File: src/mhp_pkg.sv
// Shared types and constants for the parallel host port of the display controller.
// Assumes a single device clock; all pin inputs are asynchronous to it.
package mhp_pkg;

  localparam logic [2:0] SEL_SERIAL = 3'h0;
  localparam logic [2:0] SEL_I2C = 3'h2;
  localparam logic [2:0] SEL_P6800_8 = 3'h4;
  localparam logic [2:0] SEL_P6800_4 = 3'h5;
  localparam logic [2:0] SEL_P8080_8 = 3'h6;
  localparam logic [2:0] SEL_P8080_4 = 3'h7;

  localparam int SYNC_STAGES = 2;
  localparam int PIN_W = 16;
  localparam logic [7:0] DOUT_RST = 8'h00;
  localparam logic [7:0] OE_N_RST = 8'hFF;

  typedef enum logic [2:0] {
    MODE_SERIAL,
    MODE_I2C,
    MODE_P6800,
    MODE_P8080,
    MODE_INVALID
  } mhp_mode_e;

  // Raw host pins, as seen at the device boundary.
  typedef struct packed {
    logic chip_init_n;
    logic [2:0] iface_select;
    logic cs_n;
    logic dc;
    logic rw_wr_n;
    logic e_rd_n;
    logic [7:0] d;
  } mhp_pins_s;

  // One completed byte for the command decoder.
  typedef struct packed {
    logic valid;
    logic is_data;
    logic [7:0] data;
  } mhp_byte_s;

  // Pin mapping towards the serial and I2C engines.
  typedef struct packed {
    logic shift_clk;
    logic serial_in_line;
    logic i2c_scl;
    logic i2c_sda;
    logic addr_lsb_strap;
  } mhp_serial_s;

endpackage

File: src/mhp_sync.sv
// Multi-bit two-stage synchroniser for the host pins.
// Assumes each bit is an independent level; no bus coherence is promised.
`timescale 1ns/1ps
module mhp_sync #(
  parameter int WIDTH = 16,
  parameter int STAGES = 2
) (
  input wire logic mclk,
  input wire logic ce,
  input wire logic srst,
  input wire logic [WIDTH-1:0] async_in,
  input wire logic [WIDTH-1:0] rst_value,
  output logic [WIDTH-1:0] sync_out
);

  logic [STAGES-1:0][WIDTH-1:0] stage_reg;

  // Refused at elaboration: one stage leaves metastability in the logic.
  if (STAGES < 2) begin : g_bad_stages
    $error("mhp_sync needs at least two stages");
  end

  // Reset loads a constant pattern from the instantiating module's tie-off.
  always_ff @(posedge mclk) begin
    if (srst) begin
      for (int i = 0; i < STAGES; i++) begin
        stage_reg[i] <= rst_value;
      end
    end else if (ce) begin
      stage_reg[0] <= async_in;
      for (int i = 1; i < STAGES; i++) begin
        stage_reg[i] <= stage_reg[i-1];
      end
    end
  end

  assign sync_out = stage_reg[STAGES-1];

endmodule

File: src/mhp_host_port.sv
// Parallel host port: strap decoding, 6800/8080 strobes, nibble sequencing
// and the display-data read pipeline, plus pin mapping for serial and I2C.
// Assumes the command decoder answers a fetch pulse with mem_rd_data on the
// very next enabled cycle, and that host strobes last several mclk periods.
`timescale 1ns/1ps
module mhp_host_port
  import mhp_pkg::*;
#(
  parameter int DATA_W = 8
) (
  input wire logic mclk,
  input wire logic ce,
  input wire logic srst,
  input wire mhp_pkg::mhp_pins_s pins,
  input wire logic [7:0] status_in,
  input wire logic [7:0] mem_rd_data,
  input wire logic serial_out_line,
  input wire logic i2c_sda_pull_low,
  output logic [7:0] d_out,
  output logic [7:0] d_oe_n,
  output mhp_pkg::mhp_byte_s byte_out,
  output logic mem_fetch,
  output mhp_pkg::mhp_serial_s serial_out,
  output mhp_pkg::mhp_mode_e bus_mode,
  output logic four_bit_mode
);
  import mhp_pkg::*;

  // Refused at elaboration: the nibble and pin mapping assume eight lines.
  if (DATA_W != 8) begin : g_bad_width
    $error("mhp_host_port serves an eight-bit data bus only");
  end

  typedef struct packed {
    logic [7:0] d_out;
    logic [7:0] d_oe_n;
    mhp_byte_s byte_out;
    logic fetch;
    logic fetch_load;
    logic [7:0] rd_latch;
    logic [3:0] nib_hold;
    logic nib_lo;
    logic prev_e_rd;
    logic prev_rw_wr;
    mhp_serial_s serial;
    mhp_mode_e mode;
    logic four_bit;
  } mhp_state_s;

  function automatic mhp_mode_e decode_mode(input logic [2:0] sel);
    unique case (sel)
      SEL_SERIAL: decode_mode = MODE_SERIAL;
      SEL_I2C: decode_mode = MODE_I2C;
      SEL_P6800_8, SEL_P6800_4: decode_mode = MODE_P6800;
      SEL_P8080_8, SEL_P8080_4: decode_mode = MODE_P8080;
      default: decode_mode = MODE_INVALID;
    endcase
  endfunction

  mhp_pins_s pin_sync;
  mhp_pins_s pin_rst;
  mhp_state_s st_reg;
  mhp_state_s st_next;

  // Select and write strobe idle inactive through reset; E/RD idles low, which is inactive for 6800 only.
  assign pin_rst = '{chip_init_n: 1'b1, iface_select: 3'h0, cs_n: 1'b1, dc: 1'b0,
                     rw_wr_n: 1'b1, e_rd_n: 1'b0, d: 8'h00};

  mhp_sync #(
    .WIDTH(PIN_W),
    .STAGES(SYNC_STAGES)
  ) u_sync (
    .mclk(mclk),
    .ce(ce),
    .srst(srst),
    .async_in(pins),
    .rst_value(pin_rst),
    .sync_out(pin_sync)
  );

  logic sel;
  logic wr_strobe_done;
  logic rd_strobe_done;
  logic rd_active;
  logic [7:0] rd_byte;
  logic byte_end;
  logic [7:0] full_byte;

  always_comb begin
    st_next = st_reg;
    st_next.byte_out.valid = 1'b0;
    st_next.fetch = 1'b0;
    st_next.fetch_load = 1'b0;
    st_next.prev_e_rd = pin_sync.e_rd_n;
    st_next.prev_rw_wr = pin_sync.rw_wr_n;
    st_next.mode = decode_mode(pin_sync.iface_select);
    st_next.four_bit = pin_sync.iface_select[2] & pin_sync.iface_select[0];
    sel = ~pin_sync.cs_n;
    wr_strobe_done = 1'b0;
    rd_strobe_done = 1'b0;
    rd_active = 1'b0;
    unique case (st_next.mode)
      MODE_P6800: begin
        // Direction is sampled at the falling edge, where the transfer lands.
        wr_strobe_done = sel & st_reg.prev_e_rd & ~pin_sync.e_rd_n & ~pin_sync.rw_wr_n;
        rd_strobe_done = sel & st_reg.prev_e_rd & ~pin_sync.e_rd_n & pin_sync.rw_wr_n;
        rd_active = sel & pin_sync.e_rd_n & pin_sync.rw_wr_n;
      end
      MODE_P8080: begin
        // A write is open from the strobe going low; data lands at its rising edge.
        wr_strobe_done = sel & ~st_reg.prev_rw_wr & pin_sync.rw_wr_n;
        rd_strobe_done = sel & ~st_reg.prev_e_rd & pin_sync.e_rd_n;
        rd_active = sel & ~pin_sync.e_rd_n;
      end
      default: begin
      end
    endcase

    // Status reads are live; display-data reads come from the pipeline latch.
    rd_byte = pin_sync.dc ? st_reg.rd_latch : status_in;
    full_byte = st_next.four_bit ? {st_reg.nib_hold, pin_sync.d[7:4]} : pin_sync.d;
    byte_end = ~st_next.four_bit | st_reg.nib_lo;

    if (wr_strobe_done | rd_strobe_done) begin
      if (st_next.four_bit) begin
        st_next.nib_lo = ~st_reg.nib_lo;
        st_next.nib_hold = pin_sync.d[7:4];
      end
    end
    if (wr_strobe_done & byte_end) begin
      st_next.byte_out.valid = 1'b1;
      st_next.byte_out.data = full_byte;
      st_next.byte_out.is_data = pin_sync.dc;
    end
    // Each completed data read advances the pipeline, so the first one is a dummy.
    if (rd_strobe_done & byte_end & pin_sync.dc) begin
      st_next.fetch = 1'b1;
    end
    st_next.fetch_load = st_reg.fetch;
    if (st_reg.fetch_load) begin
      st_next.rd_latch = mem_rd_data;
    end

    st_next.d_oe_n = OE_N_RST;
    st_next.d_out = DOUT_RST;
    if (rd_active) begin
      st_next.d_oe_n = st_next.four_bit ? 8'h0F : 8'h00;
      if (st_next.four_bit) begin
        st_next.d_out = {(st_reg.nib_lo ? rd_byte[3:0] : rd_byte[7:4]), 4'h0};
      end else begin
        st_next.d_out = rd_byte;
      end
    end else if (st_next.mode == MODE_SERIAL) begin
      st_next.d_oe_n = 8'hFB;
      st_next.d_out = {5'h00, serial_out_line, 2'h0};
    end else if (st_next.mode == MODE_I2C) begin
      // Open drain: the output is always low and only its enable moves.
      st_next.d_oe_n = {5'h1F, ~i2c_sda_pull_low, 2'h3};
    end

    st_next.serial.shift_clk = pin_sync.d[0];
    st_next.serial.serial_in_line = pin_sync.d[1];
    st_next.serial.i2c_scl = pin_sync.d[0];
    st_next.serial.i2c_sda = pin_sync.d[1];
    st_next.serial.addr_lsb_strap = (st_next.mode == MODE_I2C) & pin_sync.dc;

    // The host's reset pin returns the port to a known byte boundary.
    if (~pin_sync.chip_init_n) begin
      st_next.nib_lo = 1'b0;
      st_next.rd_latch = 8'h00;
      st_next.byte_out.valid = 1'b0;
      st_next.fetch = 1'b0;
      st_next.fetch_load = 1'b0;
      st_next.d_oe_n = OE_N_RST;
    end
  end

  always_ff @(posedge mclk) begin
    if (srst) begin
      st_reg <= '{d_out: DOUT_RST, d_oe_n: OE_N_RST, byte_out: '0, fetch: 1'b0,
                  fetch_load: 1'b0, rd_latch: 8'h00, nib_hold: 4'h0, nib_lo: 1'b0,
                  prev_e_rd: 1'b0, prev_rw_wr: 1'b1, serial: '0,
                  mode: MODE_SERIAL, four_bit: 1'b0};
    end else if (ce) begin
      st_reg <= st_next;
    end
  end

  assign d_out = st_reg.d_out;
  assign d_oe_n = st_reg.d_oe_n;
  assign byte_out = st_reg.byte_out;
  assign mem_fetch = st_reg.fetch;
  assign serial_out = st_reg.serial;
  assign bus_mode = st_reg.mode;
  assign four_bit_mode = st_reg.four_bit;

endmodule

File: config.mk
export PLATFORM = sky130hd
export DESIGN_NAME = mhp_host_port
export DESIGN_NICKNAME = d
export VERILOG_FILES = /design/src/mhp_pkg.sv /design/src/mhp_sync.sv /design/src/mhp_host_port.sv
export SDC_FILE = /design/constraint.sdc
export NUM_CORES = 1
export LEC_CHECK = 0
export BUFFER_PORTS_ARGS = -buffer_cell sky130_fd_sc_hd__clkbuf_2
export CAP_MARGIN = 20
export CORE_MARGIN = 1
export CORE_UTILIZATION = 35
export DETAILED_ROUTE_END_ITERATION = 8
export GPL_TIMING_DRIVEN = 0
export PLACE_DENSITY = 0.61
export SYNTH_ARGS = -nofsm -noshare
export SYNTH_HDL_FRONTEND = slang
export SYNTH_SLANG_ARGS = --single-unit
export TNS_END_PERCENT = 30
File: constraint.sdc
create_clock -name mclk -period 2.45 [get_ports mclk]
set_input_delay 0.49 -clock mclk [delete_from_list [all_inputs] [get_ports mclk]]
set_output_delay 0.49 -clock mclk [all_outputs]
set_load 0.02 [all_outputs]
After elaboration in Yosys (flattened, before gate mapping):

Index checks and enable logic that the tools add are counted.

* equal/unequal tests: 11
* multiplexer cells: 21
* bitwise gates (word level): 26
* reductions and logical operators: 8

Operators by type and width (number)
* $mux W8: 4
* $mux W10: 2
* $and A1 B1 Y1: 16
* $mux W16: 1
* $eq A3 B3 Y1 const B: 4
* $pmux W3 S4: 1
* $eq A3 B2 Y1 const B: 3
* $mux W3: 3
* $mux W9: 1
* $mux W4: 2
* $not A1 Y1: 8
* $logic_not A3 Y1: 2
* $ne A2 B2 Y1 const B: 3
* $pmux W1 S2: 3
* $reduce_and A3 Y1: 2
* $mux W1: 4
* $reduce_and A2 Y1: 2
* $reduce_or A2 Y1: 2
* $eq A3 B1 Y1 const B: 1
* $or A1 B1 Y1: 2

* register bits: 82
* input bits: 37
* output and inout port bits: 36
* logic and storage cells: 85

Depth between registers and ports, before layout:

Gate-level depths: netlist of the first run.

* depth after elaboration: 9
* mapped depth: 7

Modules after synthesis:

From an unflattened synthesis of the first run, not the netlist that was laid out.

* cells, all modules: 353
* area, all modules: 3942.5 µm²

Modules (own cells, without submodules)
* mhp_host_port: times used 1, cells an instance 268, area each 2314.7 µm², seq. area each 900.9 µm²
* mhp_sync: times used 1, cells an instance 85, area each 1627.8 µm², seq. area each 960.9 µm²

Worst setup path before layout of the first run:

No wires, ideal clock.

* path type: reg2reg
* from: reg u_sync.stage_reg, in the netlist u_sync.sync_out[13]
* to: reg st_reg, in the netlist byte_out[8]
* arrival time: 1.288 ns
* required time: 2.322 ns
* path slack: 1.035 ns
* stages on the path, launching flop included: 8
* path through: dfxtp_1 > buf_6 > nor4b_2 > o2111a_1 > buf_6 > buf_12 > mux2i_1 > nor2_1

* cells in the longest elaborated chain, start to end: 7

RTL lines
* from (decl): RTL line mhp_sync.sv:16 `logic [STAGES-1:0][WIDTH-1:0] stage_reg;`
* from (signal, indexed assignment): RTL line mhp_sync.sv:27 `stage_reg[i] <= rst_value;`
* from (signal, indexed assignment): RTL line mhp_sync.sv:32 `stage_reg[i] <= stage_reg[i-1];`
* $eq A3 B3 Y1: RTL line mhp_host_port.sv:51 `unique case (sel)`
* $reduce_or A2 Y1: RTL line mhp_host_port.sv:51
* $pmux W3 S4 *: RTL line mhp_host_port.sv:51
* $eq A3 B2 Y1: RTL line mhp_host_port.sv:102 `unique case (st_next.mode)`
* $pmux W1 S2 *: RTL line mhp_host_port.sv:102
* $and A1 B1 Y1 *: RTL line mhp_host_port.sv:130 `if (wr_strobe_done & byte_end) begin`
* $reduce_and A2 Y1 (no source line) *
* to (signal assigned): RTL line mhp_host_port.sv:180 `st_reg <= '{d_out: DOUT_RST, d_oe_n: OE_N_RST, byte_out: '0, fetch: 1'b0,`
* to (signal assigned): RTL line mhp_host_port.sv:185 `st_reg <= st_next;`
* to (decl): RTL line mhp_host_port.sv:62 `mhp_state_s st_reg;`

Mark *: on every way between the ends. The rest lies on a longest branch, timed or not.
A chain may end at the register's enable or synchronous reset.

Worst setup path in the final report of the first run:

* from: reg u_sync.stage_reg, in the netlist u_sync.sync_out[14]
* to: reg st_reg, in the netlist byte_out[8]

* cells in the longest elaborated chain, start to end: 7

RTL lines (RTL line)
* $eq A3 B3 Y1: mhp_host_port.sv:51
* $reduce_or A2 Y1: mhp_host_port.sv:51
* $pmux W3 S4: mhp_host_port.sv:51
* $eq A3 B2 Y1: mhp_host_port.sv:102
* $pmux W1 S2: mhp_host_port.sv:102
* $and A1 B1 Y1 *: mhp_host_port.sv:130
* $reduce_and A2 Y1 (no source line) *

Marked as above.

==> results of run 1 <==
layout make-up:
cell class,count,area (sq um),area share [%]
Buffer,57,393,9.38
Clock buffer,10,138,3.28
Clock inverter,6,38.8,0.926
Inverter,7,26.3,0.627
Multi-Input combinational cell,243,1530,36.5
Sequential cell,77,1540,36.8
Tap cell,133,166,3.97
Timing Repair Buffer,71,355,8.48
cells in the mapped netlist (all sizes together) (2+ instances only):
| library cell | count | area share [%] |
|---|---|---|
| and2 | 2 | 0.36 |
| o211ai | 6 | 1.4 |
| mux2i | 52 | 15 |
| o32ai | 3 | 0.75 |
| clkbuf | 10 | 1.1 |
| nand3 | 8 | 1.1 |
| inv | 6 | 0.64 |
| o21ai | 5 | 0.72 |
| a22oi | 2 | 0.43 |
| dfxtp | 77 | 44 |
| mux2 | 2 | 0.64 |
| nand2 | 50 | 5.4 |
| a21oi | 19 | 2.8 |
| nor2 | 55 | 5.9 |
| nand2b | 7 | 1.3 |
| nor2b | 3 | 0.54 |
| buf | 47 | 10 |
| a311oi | 9 | 2.6 |
| and3b | 2 | 0.57 |
| a32oi | 3 | 0.75 |
layer usage:
metal	vias up	wire (um)	share of wire, %	global-route usage [%]
li1	1454	-	-	-
met1	1357	4060	48	22.8
met2	82	3870	46	27.9
met3	12	415	4.9	4.17
met4	0	91	1.1	5.71
met5	-	0	0	0
worst register-to-register path: stages, from the launching register on:
cell,delay (ns)
dfxtp_1,0.31
buf_4,0.15
and2b_1,0.28
o2111a_1,0.25
buf_6,0.14
buf_12,0.15
mux2i_1,0.19
nor2_1,0.06
cells by family (layout without fill, tap and decap cells):
logic type	after synthesis	in the layout
compound gates	56	56
buf+inv	64	151
flops	77	77
simple gates	133	133
mux	54	54
layout by cell type (no fill, tap or decap), drive strengths merged, types with 3 or more instances in the layout:
master	instances
nor2	55
nand3	8
nand2b	7
dfxtp	77
a21oi	19
o32ai	3
clkinv	5
mux2i	52
a311oi	9
o211ai	6
nor2b	3
inv	6
o21ai	5
nand2	50
a32oi	3
buf	47
clkbuf	91
how the worst max path moves through the flow:
stage / end / startpoint / slack (ns)
3_3_place_gp: st_reg[17] / ce / 0.74
3_5_place_dp: st_reg[18] / ce / 0.72
6_report: byte_out[8] / u_sync.sync_out[14] / 0.81
2_1_floorplan: byte_out[8] / u_sync.sync_out[13] / 1.03
4_1_cts: byte_out[8] / u_sync.sync_out[14] / 0.82
5_1_grt: byte_out[8] / u_sync.sync_out[14] / 0.68
metrics by stage:
step / hold WS (ns) / utilization (%) / worst slack, ns / instance area [sq um] / total power, W
global route: 0.353 / 43.1 / 0.684 / 4190 / 0.00251
floorplan: 0.435 / - / 1.03 / 3490 / 0.00148
detailed placement: 0.455 / 41.3 / 0.721 / 4010 / 0.00157
global placement: 0.443 / 41.3 / 0.739 / 4010 / 0.00156
finish: 0.346 / 43.1 / 0.807 / 4190 / 0.00241
CTS: 0.333 / 43.1 / 0.820 / 4190 / 0.00243
power by group through the flow:
stage          sequential [W]  combinational [W]  clock (W)
6_report              0.00131           0.000230   0.000866
3_5_place_dp          0.00134           0.000231          0
4_1_cts               0.00131           0.000232   0.000892
5_1_grt               0.00131           0.000254   0.000945
2_1_floorplan         0.00133           0.000155          0
3_3_place_gp          0.00134           0.000228          0
==> impl_metrics.env, run 1 <==
export IMPL_status="complete, no violations"
export IMPL_antenna_found_initial=0
export IMPL_power_frac_comb_pct=9.6
export IMPL_min_delay_path_depth=3
export IMPL_cts_resized=0
export IMPL_core_area_sq_mm=0.00973
export IMPL_tightest_slew_ns=0.566
export IMPL_cp_slowest_cell="dfxtp_1"
export IMPL_start_util_pct=35.9
export IMPL_grt_pass1_wl_mm=13.5
export IMPL_cts_buffers=9
export IMPL_final_cells=604
export IMPL_clkPwrFrac_pct=36.0
export IMPL_min_from="pins[15]"
export IMPL_vias_per_cell=4.81
export IMPL_synth_compound_area_share_pct=11.8
export IMPL_cp_arrival_ns=1.87
export IMPL_cts_setup_buffers=0
export IMPL_ys_flop_type="dfxtp_1"
export IMPL_area_growth_pct=20.0
export IMPL_relSlewSlack_pct=62.3
export IMPL_p_switching_w=0.000631
export IMPL_path_max_fanout=10
export IMPL_peakVddDrop_uv=197
export IMPL_async_flop_share_pct=0
export IMPL_ff2ff_path_depth=7
export IMPL_overflow=0
export IMPL_clk_pin_slew_ns=0.08
export IMPL_nets=503
export IMPL_synthMuxAreaShare_pct=15.5
export IMPL_place_hpwl_mm=6.25
export IMPL_die_area_sq_mm=0.0104
export IMPL_max_freq_mhz=609
export IMPL_holdCritPathClass="in -> reg"
export IMPL_nFillCells=1027
export IMPL_synth_warnings=0
export IMPL_die_h_um=102
export IMPL_post_route_min_period_ns=1.64
export IMPL_clock_sinks=77
export IMPL_dp_cells=588
export IMPL_avgSynthCellArea_sq_um=9.09
export IMPL_seqPwrFrac_pct=54.4
export IMPL_pin_count=73
export IMPL_place_congestion=0.801
export IMPL_dr_pass1_iters=5
export IMPL_syn_cell_area_sq_mm=0.00349
export IMPL_grt_total_usage_pct=17.3
export IMPL_drt_drc_violations_left=0
export IMPL_cts_hold_buffers=0
export IMPL_synth_top_family_by_area="simple AND/OR/NAND/NOR gates"
export IMPL_max_stage_delay_ns=0.31
export IMPL_clk_insertion_delay_late_ns=0.36
export IMPL_antennaDiodeCount=0
export IMPL_ys_ff_latch=77
export IMPL_synth_nets=421
export IMPL_rrSetupSlack_ns=0.81
export IMPL_crit_buf_inv=3
export IMPL_cts_tree="yes"
export IMPL_synthAdderAreaFrac_pct=0
export IMPL_avgRoutedWirePerCell_um=14.0
export IMPL_rr_endpoint="byte_out[8]"
export IMPL_intPower_w=0.00177
export IMPL_rows=36
export IMPL_crit_type="reg -> reg"
export IMPL_min_period_over_period_pct=67.1
export IMPL_crit_family="buffers and inverters"
export IMPL_die_w_um=102
export IMPL_postRouteAntennaNets=0
export IMPL_cp_num_cells=7
export IMPL_clk_path_buf_depth=2
export IMPL_grt_max_degree=14
export IMPL_drt_initial_drc_count=157
export IMPL_min_to="u_sync.stage_reg[15]"
export IMPL_p_per_area_mw_per_mm2=574
export IMPL_cts_root_buf="clkbuf_8"
export IMPL_synthXorXnorAreaFrac_pct=0
export IMPL_htreeDepth=3
export IMPL_rsz0062_at_grt="false"
export IMPL_endpoint_kind="flip-flop"
export IMPL_drt_total_wl_mm=8.44
export IMPL_crit_chain="buf_4 -> and2b_1 -> o2111a_1 -> buf_6 -> buf_12 -> mux2i_1 -> nor2_1"
export IMPL_drv_cap=0
export IMPL_grt_pass1_vias=2709
export IMPL_tns_ns=0
export IMPL_synth_seq_area_share_pct=44.1
export IMPL_crit_reg2reg_launch="u_sync.sync_out[14]"
export IMPL_required_ns=2.68
export IMPL_p_leak_nw=1.83
export IMPL_start_kind="flip-flop"
export IMPL_switching_share_pct=26.3
export IMPL_drv_slew=0
export IMPL_route_vias_total=2905
export IMPL_io_buffers=71
export IMPL_synth_edf_count=0
export IMPL_synth_cell_type_count=43
export IMPL_finalHoldViolCount=0
export IMPL_synth_cells=384
export IMPL_synthSimpleGateAreaFrac_pct=16.5
export IMPL_drive_gt1_share_pct=30.4
export IMPL_setup_viol=0
export IMPL_clock_skew_ns=0.0135
Power figures use the tool's default switching activity.
==> run 2: changes to the inputs <==
Clock period 2.45 ns to 1.6 ns, I/O delays scaled along.
==> impl_metrics.env, run 2 (synthesis gave the netlist of run 1 again) <==
export IMPL_die_area_sq_mm=0.0104
export IMPL_start_kind="flip-flop"
export IMPL_rrSetupSlack_ns=0.06
export IMPL_tightest_slew_ns=0.589
export IMPL_setup_ws_ns=0.0611
export IMPL_crit_chain="buf_6 -> nor4b_4 -> o2111a_1 -> buf_6 -> buf_12 -> mux2i_1 -> nor2_1"
export IMPL_setup_viol=0
export IMPL_area_growth_pct=21.3
export IMPL_drt_total_wl_mm=8.44
export IMPL_p_leak_nw=1.85
export IMPL_grt_max_degree=14
export IMPL_met1_usage_pct=22.8
export IMPL_drv_slew=0
export IMPL_preCtsSetupSlack_ns=-0.00931
export IMPL_die_w_um=102
export IMPL_clk_path_buf_depth=2
export IMPL_crit_type="reg -> reg"
export IMPL_required_ns=1.83
export IMPL_finalHoldViolCount=0
export IMPL_avgRoutedWirePerCell_um=13.9
export IMPL_grt_busiest_layer="met2"
export IMPL_htreeDepth=3
export IMPL_start_util_pct=35.9
export IMPL_overflow=0
export IMPL_dr_pass1_iters=4
export IMPL_cts_root_buf="clkbuf_8"
export IMPL_cpMostUsedCell="buf_6"
export IMPL_drive_gt1_share_pct=31.9
export IMPL_cp_arrival_ns=1.77
export IMPL_ff2ff_path_depth=7
export IMPL_p_per_area_mw_per_mm2=870
export IMPL_io_buffers=71
export IMPL_min_period_over_period_pct=96.2
export IMPL_placed_area_sq_mm=0.00401
export IMPL_status="complete, no violations"
export IMPL_crit_reg2reg_launch="u_sync.sync_out[13]"
export IMPL_core_area_sq_mm=0.00973
export IMPL_rsz0062_at_grt="true"
export IMPL_total_power_w=0.00369
export IMPL_min_from="pins[15]"
export IMPL_peakVddDrop_uv=301
export IMPL_rows=36
export IMPL_antennaDiodeCount=0
export IMPL_clock_sinks=77
export IMPL_max_freq_mhz=650
export IMPL_route_vias_total=2903
export IMPL_path_max_fanout=10
export IMPL_grt_use_met3_pct=4.17
export IMPL_max_stage_delay_ns=0.33
export IMPL_clk_pin_slew_ns=0.08
export IMPL_place_hpwl_mm=6.25
export IMPL_use_met2_pct=27.9
export IMPL_final_common_cell="dfxtp_1"
export IMPL_clk_insertion_delay_late_ns=0.36
export IMPL_pin_count=73
export IMPL_cts_buffers=9
export IMPL_final_area_sq_mm=0.00424
export IMPL_cts_hold_buffers=0
export IMPL_nFillCells=1026
export IMPL_grt_total_usage_pct=17.3
export IMPL_mostFrequentLayoutCells="74 x dfxtp_1, 72 x clkbuf_2, 55 x nor2_1, 52 x mux2i_1, 50 x nand2_1"
export IMPL_cts_tree="yes"
export IMPL_place_congestion=0.801
export IMPL_worstSetupStartpoint="u_sync.sync_out[13]"
export IMPL_min_to="u_sync.stage_reg[15]"
export IMPL_fin_util_pct=43.5
export IMPL_grt_pass1_vias=2709
export IMPL_cp_slowest_cell="dfxtp_2"
export IMPL_postRouteAntennaNets=0
export IMPL_clock_skew_ns=0.0117
export IMPL_grt_pass1_wl_mm=13.5
export IMPL_drt_initial_drc_count=163
export IMPL_relSlewSlack_pct=60.7
export IMPL_holdCritPathClass="in -> reg"
export IMPL_rr_endpoint="byte_out[8]"
export IMPL_vias_per_cell=4.78
export IMPL_endpoint_kind="flip-flop"
export IMPL_post_route_min_period_ns=1.54
export IMPL_drt_drc_violations_left=0
export IMPL_drv_cap=0
export IMPL_nets=506
export IMPL_die_h_um=102
export IMPL_antenna_found_initial=0
export IMPL_min_delay_path_depth=3
-- run 2: layout make-up --
cell class / count / area (sq um) / area share [%]
Multi-Input combinational cell: 243 / 1550 / 36.6
Sequential cell: 77 / 1550 / 36.5
Buffer: 57 / 394 / 9.31
Clock inverter: 6 / 38.8 / 0.916
Inverter: 7 / 26.3 / 0.620
Timing Repair Buffer: 74 / 378 / 8.92
Tap cell: 133 / 166 / 3.93
Clock buffer: 10 / 138 / 3.25
-- run 2: worst max path at each step --
stage / endpoint / slack, ns
6_report: byte_out[8] / 0.06
5_1_grt: byte_out[8] / -0.03
4_1_cts: byte_out[8] / 0.0009
3_5_place_dp: byte_out[8] / -0.009
3_3_place_gp: byte_out[8] / -0.002
2_1_floorplan: byte_out[8] / 0.18
-- run 2: metal layers --
layer | wire length [um] | part of all wire [%]
met2 | 3900 | 46
met4 | 81 | 0.96
met3 | 426 | 5.0
met1 | 4030 | 48
met5 | 0 | 0
-- run 2: critical path: cells and delay by family, from the launching register on --
family,cells,cell delay [ns]
flip-flops,1,0.33
buffers and inverters,3,0.41
AO/OA/AOI/OAI,1,0.22
multiplexers,1,0.18
AND/OR/NAND/NOR,2,0.27
-- run 2: timing repair --
action / 4_1_cts / 5_1_grt
cloned: 0 / 0
endpoints found under the setup margin: 1 / 13
gates resized for setup: 2 / 6
buffers inserted: 0 / 3
pin swaps: 0 / 1
-- run 2: stage by stage --
| stage | hold slack [ns] | setup TNS [ns] | cells |
|---|---|---|---|
| 2_1_floorplan | 0.435 | 0 | 384 |
| 3_3_place_gp | 0.443 | -0.00235 | 588 |
| 3_5_place_dp | 0.455 | -0.00931 | 588 |
| 4_1_cts | 0.163 | 0 | 604 |
| 5_1_grt | 0.183 | -0.0374 | 607 |
| 6_report | 0.175 | 0 | 607 |
-- run 2: power breakdown --
part	total [W]	internal [W]	leakage (nW)	switching, W
clock	0.00133	0.000599	0.0880	0.000727
sequential	0.00201	0.00197	0.627	0.0000393
combinational	0.000354	0.000153	1.14	0.000201
==> run 3: changes to the inputs <==
Settings changed: GPL_TIMING_DRIVEN 0 to 1.
==> impl_metrics.env, run 3 (synthesis gave the netlist of run 1 again) <==
export IMPL_crit_family="compound AO/OA/AOI/OAI gates"
export IMPL_crit_buf_inv=1
export IMPL_seqPwrFrac_pct=47.1
export IMPL_avgRoutedWirePerCell_um=13.0
export IMPL_clk_path_buf_depth=2
export IMPL_p_switching_w=0.000920
export IMPL_die_area_sq_mm=0.0104
export IMPL_placed_area_sq_mm=0.00378
export IMPL_drive_gt1_share_pct=26.9
export IMPL_dp_cells=548
export IMPL_finalHoldViolCount=0
export IMPL_clock_sinks=77
export IMPL_pin_count=73
export IMPL_clk_insertion_delay_late_ns=0.35
export IMPL_final_area_sq_mm=0.00407
export IMPL_setup_viol=0
export IMPL_cts_tree="yes"
export IMPL_start_kind="flip-flop"
export IMPL_drt_drc_violations_left=0
export IMPL_nets=463
export IMPL_vias_per_cell=4.74
export IMPL_crit_chain="buf_4 -> nor2b_1 -> o211ai_2 -> nand2b_1 -> a311oi_1"
export IMPL_drt_initial_drc_count=137
export IMPL_p_leak_nw=1.73
export IMPL_min_from="pins[15]"
export IMPL_peakVddDrop_uv=513
export IMPL_area_growth_pct=16.4
export IMPL_place_hpwl_mm=5.42
export IMPL_max_freq_mhz=688
export IMPL_tightest_slew_ns=0.474
export IMPL_grt_pass1_vias=2482
export IMPL_rr_endpoint="d_out[2]"
export IMPL_antenna_found_initial=0
export IMPL_ff2ff_path_depth=5
export IMPL_final_common_cell="dfxtp_1"
export IMPL_mostFrequentLayoutCells="76 x dfxtp_1, 71 x clkbuf_2, 55 x nor2_1, 52 x mux2i_1, 50 x nand2_1"
export IMPL_dr_pass1_iters=5
export IMPL_cp_slowest_cell="dfxtp_2"
export IMPL_grt_pass1_wl_mm=12.3
export IMPL_crit_reg2reg_launch="u_sync.sync_out[13]"
export IMPL_switching_share_pct=21.6
export IMPL_grt_total_usage_pct=15.3
export IMPL_die_h_um=102
export IMPL_start_util_pct=35.9
export IMPL_nFillCells=1026
export IMPL_htreeDepth=3
export IMPL_clkPwrFrac_pct=45.3
export IMPL_io_buffers=72
export IMPL_required_ns=1.86
export IMPL_drv_slew=0
export IMPL_holdCritPathClass="in -> reg"
export IMPL_cts_buffers=9
export IMPL_max_stage_delay_ns=0.40
export IMPL_drt_total_wl_mm=7.35
export IMPL_antennaDiodeCount=0
export IMPL_cp_num_cells=5
export IMPL_status="complete, no violations"
export IMPL_crit_type="reg -> reg"
export IMPL_overflow=0
export IMPL_total_power_w=0.00427
export IMPL_core_area_sq_mm=0.00973
export IMPL_clock_skew_ns=0.00791
export IMPL_min_to="u_sync.stage_reg[15]"
export IMPL_tns_ns=0
export IMPL_rrSetupSlack_ns=0.15
export IMPL_die_w_um=102
export IMPL_rsz0062_at_grt="false"
export IMPL_min_period_over_period_pct=90.8
export IMPL_postRouteAntennaNets=0
export IMPL_cts_setup_buffers=0
export IMPL_cp_arrival_ns=1.71
export IMPL_path_max_fanout=8
export IMPL_post_route_min_period_ns=1.45
export IMPL_cts_root_buf="clkbuf_8"
export IMPL_fin_util_pct=41.8
export IMPL_route_vias_total=2673
export IMPL_final_cells=564
export IMPL_relSlewSlack_pct=68.3
export IMPL_endpoint_kind="flip-flop"
export IMPL_clk_pin_slew_ns=0.08
export IMPL_intPower_w=0.00335
export IMPL_p_per_area_mw_per_mm2=1050
export IMPL_min_delay_path_depth=3
export IMPL_drv_cap=0
export IMPL_grt_max_degree=43
export IMPL_power_frac_comb_pct=7.6
export IMPL_rows=36
export IMPL_place_congestion=0.855
-- run 3: cell types whose count changed in the layout (fill, tap and decap cells not counted), moves of 2 or more --
cell and change:
buf_2 -6, buf_12 +2, clkinv_2 -2, bufinv_16 +4
clkbuf_1 -9, buf_6 -3, buf_4 -25, clkinvlp_4 -2
dfxtp_1 +2, dfxtp_2 -2
-- run 3: metrics by stage --
| step | worst slack (ns) | hold WS, ns |
|---|---|---|
| global placement | 0.138 | 0.450 |
| detailed placement | 0.0471 | 0.457 |
| CTS | 0.0356 | 0.176 |
| global route | 0.0136 | 0.202 |
| floorplan | 0.185 | 0.435 |
| finish | 0.148 | 0.189 |
-- run 3: how the worst max path moves through the flow --
stage / start / endpoint / slack [ns]
global placement: u_sync.sync_out[9] / byte_out[2] / 0.14
global route: u_sync.sync_out[9] / byte_out[1] / 0.01
finish: u_sync.sync_out[13] / d_out[2] / 0.15
detailed placement: u_sync.sync_out[9] / byte_out[0] / 0.05
floorplan: u_sync.sync_out[13] / byte_out[8] / 0.18
CTS: u_sync.sync_out[9] / byte_out[0] / 0.04
-- run 3: repair_timing --
action	CTS	global route
hold buffers	0	0
endpoints found under the setup margin	0	14
hold endpoints to repair	0	0
gates resized for setup	0	3
-- run 3: worst register-to-register path, stage by stage (launching register included) --
cell and delay [ns]:
dfxtp_2 0.40, buf_4 0.15, nor2b_1 0.22, o211ai_2 0.16
nand2b_1 0.18, a311oi_1 0.25
-- run 3: metal layers --
layer  up-vias  share of wire (%)  track usage (%)
met1      1239                 51             21.7
met5         -                  0                0
met3         7                4.0             2.74
met4         0               0.82             6.59
li1       1365                  -                -
met2        62                 44             22.8
-- run 3: layout make-up --
cell class / count / area, sq um / area share (%)
clock buffers: 10 / 138 / 3.39
clock inverters: 6 / 134 / 3.29
inverters: 7 / 26.3 / 0.646
multi-input cells: 243 / 1540 / 37.9
flip-flops and latches: 77 / 1540 / 38.0
well taps: 133 / 166 / 4.09
repair buffers: 88 / 518 / 12.7
-- run 3: power by group through the flow --
| stage | sequential (W) | combinational [W] | clock (W) |
|---|---|---|---|
| global route | 0.00202 | 0.000361 | 0.00206 |
| finish | 0.00201 | 0.000325 | 0.00193 |
| CTS | 0.00201 | 0.000329 | 0.00198 |
| global placement | 0.00205 | 0.000325 | 0 |
| detailed placement | 0.00205 | 0.000327 | 0 |
| floorplan | 0.00204 | 0.000238 | 0 |
